`src/logic/pdca_pkg.sv`:
```
// Package with register offsets, field layout and reset values of the pin clear alias block.
package pdca_pkg;

  // ----------------------------------------
  // Register offsets
  // ----------------------------------------
  localparam int unsigned ADDR_W = 8;
  localparam logic [7:0] OFF_FUNC_SEL = 8'h10;
  localparam logic [7:0] OFF_DIRECTION = 8'h14;
  localparam logic [7:0] OFF_OUT_LATCH = 8'h18;
  localparam logic [7:0] OFF_CLEAR_MASK = 8'h20;

  // ----------------------------------------
  // Field layout
  // ----------------------------------------
  localparam int unsigned MUTE_BIT = 25;
  localparam int unsigned RX_FS_BIT = 31;
  localparam int unsigned DATA_TOP_BIT = 15;
  localparam int unsigned RSVD_LO_BIT = 16;
  localparam int unsigned RSVD_HI_BIT = 24;
  localparam logic [31:0] IMPL_MASK = 32'hfe00ffff;

  // ----------------------------------------
  // Reset values
  // ----------------------------------------
  localparam logic [31:0] RST_LATCH = 32'h00000000;
  localparam logic [31:0] RST_FUNC = 32'h00000000;
  localparam logic [31:0] RST_DIR = 32'h00000000;
  localparam logic [31:0] RST_RDATA = 32'h00000000;

endpackage : pdca_pkg

```
`src/logic/pdca_pin_if.sv`:
```
// Interface that carries latch and pin control from the register file to the pin driver.
`timescale 1ns/10ps
interface pdca_pin_if;
  logic [31:0] latch;
  logic [31:0] func_sel;
  logic [31:0] direction;
  logic [31:0] pin_out;
  logic [31:0] pin_oe;

  modport regs (
    output latch,
    output func_sel,
    output direction,
    input pin_out,
    input pin_oe
  );

  modport drv (
    input latch,
    input func_sel,
    input direction,
    output pin_out,
    output pin_oe
  );
endinterface : pdca_pin_if

```
`src/logic/pdca_pin_drv.sv`:
```
// Pin driver that turns latch, function select and direction into registered pin levels.
`timescale 1ns/10ps
module pdca_pin_drv (
  input wire logic core_clk_i,
  input wire logic sys_rst_i,
  pdca_pin_if.drv pins
);

  logic [31:0] gpio_out;

  // ----------------------------------------
  // Pin drive
  // ----------------------------------------
  // A pin is driven only when it is a general-purpose output.
  assign gpio_out = pins.func_sel & pins.direction & pdca_pkg::IMPL_MASK;

  always_ff @(posedge core_clk_i) begin
    if (sys_rst_i) begin
      pins.pin_out <= pdca_pkg::RST_LATCH;
      pins.pin_oe <= pdca_pkg::RST_DIR;
    end else begin
      pins.pin_out <= pins.latch & gpio_out;
      pins.pin_oe <= gpio_out;
    end
  end

endmodule : pdca_pin_drv

```
`src/logic/pdca_top.sv`:
```
// Register file with the write-only clear alias of the pin output latch, on APB.
//
// Added by the designer: the APB interface to the registers.
`timescale 1ns/10ps

// Function
// Clear alias is write-only, without storage.
// Written ones clear latch; zeros keep it.
// Cleared general-purpose output pins drive low.
// Unselected pins keep their output state.
// Bits 31 to 25 clear control pins.
// Bits 15 to 0 clear data pins.
// Reserved bits 24 to 16 read zero.
// Software writes zero to reserved bits.
// Clear lands in the accepting bus cycle.
module pdca_top (
  input wire logic core_clk_i,
  input wire logic sys_rst_i,
  input wire logic psel_i,
  input wire logic penable_i,
  input wire logic pwrite_i,
  input wire logic [7:0] paddr_i,
  input wire logic [31:0] pwdata_i,
  output logic [31:0] prdata_o,
  output logic pready_o,
  output logic pslverr_o,
  output logic [31:0] pin_out_o,
  output logic [31:0] pin_oe_o
);

  // ----------------------------------------
  // Helpers
  // ----------------------------------------
  // Clears the masked, implemented bits of a latch value.
  function automatic logic [31:0] clear_bits(input logic [31:0] value, input logic [31:0] mask);
    clear_bits = value & ~(mask & pdca_pkg::IMPL_MASK);
  endfunction : clear_bits

  // Tells whether an address belongs to a mapped register.
  function automatic logic addr_mapped(input logic [7:0] addr);
    if (addr == pdca_pkg::OFF_FUNC_SEL) begin
      addr_mapped = 1'b1;
    end else if (addr == pdca_pkg::OFF_DIRECTION) begin
      addr_mapped = 1'b1;
    end else if (addr == pdca_pkg::OFF_OUT_LATCH) begin
      addr_mapped = 1'b1;
    end else if (addr == pdca_pkg::OFF_CLEAR_MASK) begin
      addr_mapped = 1'b1;
    end else begin
      addr_mapped = 1'b0;
    end
  endfunction : addr_mapped

  pdca_pin_if pins ();

  logic [31:0] latch_q;
  logic [31:0] latch_d;
  logic [31:0] func_q;
  logic [31:0] dir_q;
  logic [31:0] rdata_q;
  logic [31:0] rdata_d;
  logic wr_en;
  logic setup;

  // ----------------------------------------
  // Bus handshake
  // ----------------------------------------
  assign setup = psel_i & ~penable_i;
  assign pready_o = 1'b1;
  assign pslverr_o = psel_i & penable_i & ~addr_mapped(paddr_i);
  assign wr_en = psel_i & penable_i & pwrite_i & addr_mapped(paddr_i);
  assign prdata_o = rdata_q;

  // ----------------------------------------
  // Read data
  // ----------------------------------------
  always_comb begin
    rdata_d = pdca_pkg::RST_RDATA;
    if (paddr_i == pdca_pkg::OFF_FUNC_SEL) begin
      rdata_d = func_q;
    end else if (paddr_i == pdca_pkg::OFF_DIRECTION) begin
      rdata_d = dir_q;
    end else if (paddr_i == pdca_pkg::OFF_OUT_LATCH) begin
      rdata_d = latch_q & pdca_pkg::IMPL_MASK;
    end else begin
      rdata_d = pdca_pkg::RST_RDATA;
    end
  end

  always_ff @(posedge core_clk_i) begin
    if (sys_rst_i) begin
      rdata_q <= pdca_pkg::RST_RDATA;
    end else if (setup & ~pwrite_i) begin
      rdata_q <= rdata_d;
    end
  end

  // ----------------------------------------
  // Output latch
  // ----------------------------------------
  always_comb begin
    latch_d = latch_q;
    if (wr_en & (paddr_i == pdca_pkg::OFF_OUT_LATCH)) begin
      latch_d = pwdata_i & pdca_pkg::IMPL_MASK;
    end else if (wr_en & (paddr_i == pdca_pkg::OFF_CLEAR_MASK)) begin
      latch_d = clear_bits(latch_q, pwdata_i);
    end
  end

  always_ff @(posedge core_clk_i) begin
    if (sys_rst_i) begin
      latch_q <= pdca_pkg::RST_LATCH;
    end else begin
      latch_q <= latch_d;
    end
  end

  // ----------------------------------------
  // Function select and direction
  // ----------------------------------------
  always_ff @(posedge core_clk_i) begin
    if (sys_rst_i) begin
      func_q <= pdca_pkg::RST_FUNC;
    end else if (wr_en & (paddr_i == pdca_pkg::OFF_FUNC_SEL)) begin
      func_q <= pwdata_i & pdca_pkg::IMPL_MASK;
    end
  end

  always_ff @(posedge core_clk_i) begin
    if (sys_rst_i) begin
      dir_q <= pdca_pkg::RST_DIR;
    end else if (wr_en & (paddr_i == pdca_pkg::OFF_DIRECTION)) begin
      dir_q <= pwdata_i & pdca_pkg::IMPL_MASK;
    end
  end

  // ----------------------------------------
  // Pin driver
  // ----------------------------------------
  assign pins.latch = latch_q;
  assign pins.func_sel = func_q;
  assign pins.direction = dir_q;
  assign pin_out_o = pins.pin_out;
  assign pin_oe_o = pins.pin_oe;

  pdca_pin_drv u_drv (
    .core_clk_i(core_clk_i),
    .sys_rst_i(sys_rst_i),
    .pins(pins.drv)
  );

  // ----------------------------------------
  // Assertions
  // ----------------------------------------
  logic clr_wr;
  logic lat_rd;
  logic clr_rd;
  assign clr_wr = wr_en & (paddr_i == pdca_pkg::OFF_CLEAR_MASK);
  assign lat_rd = psel_i & penable_i & ~pwrite_i & (paddr_i == pdca_pkg::OFF_OUT_LATCH);
  assign clr_rd = psel_i & penable_i & ~pwrite_i & (paddr_i == pdca_pkg::OFF_CLEAR_MASK);
endmodule : pdca_top

```
`config.mk`:
```
export PLATFORM = sky130hd
export DESIGN_NAME = pdca_top
export DESIGN_NICKNAME = d
export VERILOG_FILES = /design/src/logic/pdca_pkg.sv /design/src/logic/pdca_pin_if.sv /design/src/logic/pdca_pin_drv.sv /design/src/logic/pdca_top.sv
export SDC_FILE = /design/constraint.sdc
export NUM_CORES = 1
export LEC_CHECK = 0
export ABC_AREA = 1
export BUFFER_PORTS_ARGS = -buffer_cell sky130_fd_sc_hd__buf_2
export CAP_MARGIN = 15
export CELL_PAD_IN_SITES_DETAIL_PLACEMENT = 2
export CELL_PAD_IN_SITES_GLOBAL_PLACEMENT = 2
export CORE_AREA = 5 5 137 139
export DETAILED_ROUTE_END_ITERATION = 16
export DIE_AREA = 0 0 142 144
export HOLD_SLACK_MARGIN = 0.06
export PLACE_DENSITY = 0.79
export SLEW_MARGIN = 20
export SYNTH_ARGS = -nofsm -noshare
export SYNTH_HDL_FRONTEND = slang
export SYNTH_HIERARCHICAL = 1
export SYNTH_SLANG_ARGS = --single-unit
```
`constraint.sdc`:
```
create_clock -name core_clk_i -period 2.4 [get_ports core_clk_i]
set_input_delay 0.24 -clock core_clk_i [delete_from_list [all_inputs] [get_ports core_clk_i]]
set_output_delay 0.24 -clock core_clk_i [all_outputs]
set_load 0.005 [all_outputs]
```
==> results.yml, run 1 <==
worst_setup_path:
  path_depth: 10
  cpMaxStageDelayCell: "buf_4"
  endpoint_kind: "output port"
  cp_max_fo: 18
  start_kind: "input port"
  crit_chain: "buf_2 -> inv_1 -> nor2_4 -> nand2_4 -> nor2_4 -> nor2_1 -> nand2_4 -> buf_4 -> nor2_1 -> buf_2"
  worstSetupStartpoint: "paddr_i[4]"
  slowest_delay_ns: 0.25
  r2r_cells: 2
  worst-setup-path-type: "input port to output port"
  cp-endpoint: "pslverr_o"
  r2r_start: "func_q[8]"
  critPathArrivalTime_ns: 1.57
  r2r_end: "prdata_o[8]"
  cp_num_buf_inv: 4
  crit_family: "simple AND/OR/NAND/NOR gates"
  critPathRequiredTime_ns: 2.16
  reg2reg_setup_slack_ns: 1.60
logic_synthesis:
  synth_top_family_by_area: "simple AND/OR/NAND/NOR gates"
  synth_xor_area_share_pct: 0
  netlist_area_um2: 5420
  synth_compound_area_share_pct: 14.3
  yosys_register_bits: 138
  avgSynthCellArea_um2: 7.96
  synth_warnings: 6
  yosys.area_share.simple_pct: 25.8
  synth-adder-area-share_pct: 0
  yosys-top-cells-area: "dfxtp_1 (51%), nand2_1 (15%), a21oi_1 (6.4%)"
  synthMuxAreaShare_pct: 0
  yosys.area.top_type_share_pct: 51.0
  synth.distinct_cells: 21
  syn_inst: 681
  ys_seq_area_share_pct: 51.0
  synth_area_leader_cell: "dfxtp_1"
pwr:
  power_density_nw_per_um2: 788
  power_leakage_nw: 2.52
  max-vdd-ir-drop_mv: 0.495
finish:
  synthToLayoutAreaGrowth_pct: 22.1
  nFillCells: 2062
  final_nets: 821
  drive_above_1_share_pct: 21.2
  final_common_cell: "nand2_1"
  final_cell_mix: "nand2_1 (211), dfxtp_1 (138), buf_2 (104)"
place:
  place_hpwl_mm: 12.7
  place_congestion: 0.747
  port_buffers: 105
  dp_slack_ns: 0.346
cts:
  root_buffer: "clkbuf_16"
  cts_hold_buffers: 0
  clkLatencyLatePin_ns: 0.42
  post_cts_buffers: 0
  htree_levels: 4
  cts_inserted_buffers: 17
  cts_resized: 0
  cts.sinks: 138
  max-clock-path-buffers: 2
  cts_tree: "built"
  path_clk_slew_ns: 0.06
global_routing:
  antenna_found_initial: 1
  grt_usage_pct: 19.2
  grtUsageMet2_pct: 35.2
  grt_pass1_vias: 5794
  grt_pass1_wl_mm: 30.9
  grt_max_degree: 47
  grtUsageMet3_pct: 4.33
  grtUsageMet1_pct: 22.0
  grt_overflow: 0
  busiest_layer: "met2"
drt:
  routedWlPerCell_um: 19.0
  totalWireLength_mm: 19.3
  vias: 5115
  drt_iter0_drc: 182
  post-route-drc-count: 0
  drtPass1Iterations: 4
  routed_via_density: 5.03
  ant_nets: 0
sta:
  setup_viol_count_final: 0
  timing.final.crit_share_pct: 75.4
  rsz0062_at_grt: "no"
  fin_crit_ns: 1.81
  final.setup.tns_ns: 0
  tightest_slew_ns: 0.506
  skew_ns: 0.00619
  max_freq_mhz: 552
  fin_ws_ns: 0.589
  fin_hold_ws_ns: 0.101
  final-max-slew-violation-count: 0
  hold_viol_final: 0
  slew_headroom_pct: 66.2
flow_run:
  drv_cap: 0
status:
  status: "complete, no violations"
floorplanning:
  fp-row-count: 49
  die-area_um2: 20400
  die_w_um: 142
  io_pins: 143
  start_util_pct: 30.9
  die_h_um: 144
  coreArea_um2: 17500
worst_hold_path:
  min_path_type: "input port to register"
state kept, by name, indices dropped and copies added, names as in the netlist:
name                cells
dir_q                  23
func_q                 23
latch_q                23
prdata_o               23
u_drv/pins.pin_oe      23
u_drv/pins.pin_out     23
tightest hold or removal path, stage by stage:
cell and delay [ns]:
buf_2 0.12, nand2_1 0.06, a21oi_1 0.05
cell type report:
class	instances	area (µm²)	share of cell area, %
clock inverters	10	150	2.27
repair buffers	121	648	9.79
diodes	1	2.50	0.0378
clock buffers	20	447	6.75
flip-flops and latches	138	2760	41.7
multi-input cells	491	2290	34.6
inverters	7	28.8	0.435
well taps	229	287	4.33
where the power goes:
group | internal (mW) | total, mW | switching (mW) | leakage [nW]
clock network | 1.74 | 2.69 | 0.950 | 0.299
logic | 0.0616 | 0.205 | 0.143 | 1.11
registers | 2.31 | 2.32 | 0.00980 | 1.11
synth_stat cells:
library cell	count
a21oi_1	69
a41oi_1	23
buf_6	9
nand2_2	1
buf_2	6
nor2_4	4
clkinv_2	2
nand3_1	24
inv_1	5
nor2_2	5
nand4_1	23
dfxtp_1	138
nand2_4	2
buf_4	28
buf_1	1
nand3_4	2
o21ai_0	46
conb_1	3
nor2_1	52
nand2_1	212
clkbuf_1	26
per-stage QoR:
| stage | power (mW) | area (µm²) | instances | util (%) |
|---|---|---|---|---|
| finish | 5.22 | 6620 | 1017 | 37.7 |
| global route | 5.39 | 6620 | 1016 | 37.7 |
| CTS | 5.26 | 6620 | 1016 | 37.7 |
| detailed placement | 2.57 | 6020 | 986 | 34.3 |
| global placement | 2.57 | 6020 | 986 | 34.3 |
| floorplan | 2.50 | 5510 | 706 | - |
cells by family (layout without fill, tap and decap cells):
family / after synthesis / count (layout)
buf+inv: 77 / 158
compound gates: 138 / 138
other cells: 3 / 29
simple gates: 325 / 325
flops: 138 / 138
layer usage:
metal | vias to the layer above | share of wire [%]
met5 | - | 0.10
met4 | 2 | 1.6
met3 | 25 | 5.4
met2 | 131 | 52
met1 | 2544 | 41
li1 | 2413 | -
worst min path at each step:
stage                                  endpoint    startpoint  depth (start not counted)
final                                 func_q[3]   pwdata_i[3]                          3
after global routing                  func_q[3]   pwdata_i[3]                          3
after CTS                             func_q[3]   pwdata_i[3]                          3
after detailed placement  u_drv/pins.pin_oe[29]     dir_q[29]                          2
after global placement    u_drv/pins.pin_oe[29]     dir_q[29]                          2
after floorplan                       dir_q[10]  pwdata_i[10]                          2
Power figures use the tool's default switching activity.
==> run 2, diff against run 1 <==
- CORE_AREA: 5 5 137 139 -> 5 5 143 145
- DIE_AREA: 0 0 142 144 -> 0 0 148 150
- PLACE_DENSITY: 0.79 -> 0.73
- clock period: 2.4 -> 1.85 ns (I/O delays scaled with it)
==> results.yml, run 2 (synthesized netlist as in run 1, its figures left out) <==
floorplanning:
  die_w_um: 148
  fp-row-count: 51
  io_pins: 143
  start_util_pct: 28.4
  coreArea_um2: 19100
  die-area_um2: 22200
  die_h_um: 150
place:
  place_hpwl_mm: 12.9
  place_inst: 996
  port_buffers: 105
  place_congestion: 0.770
sta:
  final-max-slew-violation-count: 0
  fin_hold_ws_ns: 0.0809
  rsz0062_at_grt: "no"
  fin_crit_ns: 1.53
  max_freq_mhz: 655
  tightest_slew_ns: 1.03
  slew_headroom_pct: 31.6
  skew_ns: 0.00932
  hold_viol_final: 0
  setup_viol_count_final: 0
  timing.final.crit_share_pct: 82.5
cts:
  max-clock-path-buffers: 2
  cts_tree: "built"
  post_cts_buffers: 0
  cts_hold_buffers: 20
  path_clk_slew_ns: 0.05
  cts_inserted_buffers: 17
  root_buffer: "clkbuf_16"
  clkLatencyLatePin_ns: 0.43
  htree_levels: 4
  cts_resized: 0
  cts.sinks: 138
pwr:
  power_leakage_nw: 2.63
  max-vdd-ir-drop_mv: 0.509
  power_density_nw_per_um2: 1010
worst_setup_path:
  slowest_delay_ns: 0.24
  cp_num_buf_inv: 3
  reg2reg_setup_slack_ns: 1.05
  endpoint_kind: "output port"
  critPathArrivalTime_ns: 1.34
  cp_max_fo: 10
  worst-setup-path-type: "input port to output port"
  cpMaxStageDelayCell: "nor2_1"
  crit_family: "simple AND/OR/NAND/NOR gates"
  start_kind: "input port"
  critPathRequiredTime_ns: 1.66
  crit_chain: "buf_2 -> inv_1 -> nor2_4 -> nand2_4 -> nor2_4 -> nor2_1 -> nand2_4 -> nor2_1 -> buf_2"
finish:
  final_nets: 842
  utilization_pct: 36.2
  synthToLayoutAreaGrowth_pct: 27.6
  multiInputGateArea_um2: 2290
  diodes: 0
  final_cell_mix: "nand2_1 (211), dfxtp_1 (138), buf_2 (104)"
  final_common_cell: "nand2_1"
  drive_above_1_share_pct: 21.1
  seq_area_um2: 2760
  instances_no_fill: 1048
  nFillCells: 2168
global_routing:
  grt_usage_pct: 18.3
  grt_overflow: 0
  antenna_found_initial: 0
  grt_max_degree: 93
  grt_pass1_wl_mm: 31.9
  grt_pass1_vias: 5993
drt:
  routed_via_density: 5.00
  drt_iter0_drc: 239
  routedWlPerCell_um: 18.9
  ant_nets: 0
  totalWireLength_mm: 19.8
  post-route-drc-count: 0
  drtPass1Iterations: 4
  vias: 5242
status:
  status: "complete, no violations"
worst_hold_path:
  min_path_type: "input port to register"
flow_run:
  drv_cap: 0
==> run 2: routing by layer <==
| layer | global-route usage [%] | vias to the layer above | wire length (µm) |
|---|---|---|---|
| met1 | 20.4 | 2611 | 8460 |
| met5 | 0 | - | 0 |
| met2 | 33.5 | 133 | 10100 |
| met4 | 7.58 | 0 | 484 |
| li1 | - | 2460 | - |
| met3 | 4.42 | 38 | 777 |
==> run 2: final timing paths <==
check,start,endpoint,cells past startpoint
max,paddr_i[4],pslverr_o,9
min,pwdata_i[26],func_q[26],3
max reg2reg,func_q[7],prdata_o[7],2
min reg2reg,dir_q[9],u_drv/pins.pin_oe[9],2
==> run 2: worst min-delay path, cell delays in order <==
cell and delay [ns]:
buf_2 0.13, nand2_1 0.07, a21oi_1 0.06
==> run 2: power breakdown <==
group	switching, mW	internal, mW
logic	0.195	0.111
clock network	1.34	2.36
registers	0.0134	3.00
==> run 2: per-stage QoR <==
stage	setup slack (ns)	cell area, µm²	power, mW	setup TNS [ns]
floorplan	0.531	5510	3.24	0
global placement	0.0359	6070	3.33	0
detailed placement	-0.0671	6070	3.35	-1.85
CTS	0.324	6910	7.08	0
global route	0.245	6910	7.23	0
finish	0.324	6910	7.02	0
==> run 2: cell type report <==
| type | count | share of cell area [%] |
|---|---|---|
| clock buffers | 21 | 6.81 |
| clock inverters | 11 | 2.43 |
| inverters | 7 | 0.416 |
| multi-input cells | 491 | 33.2 |
| flip-flops and latches | 138 | 40.0 |
| well taps | 238 | 4.31 |
| repair buffers | 142 | 12.9 |
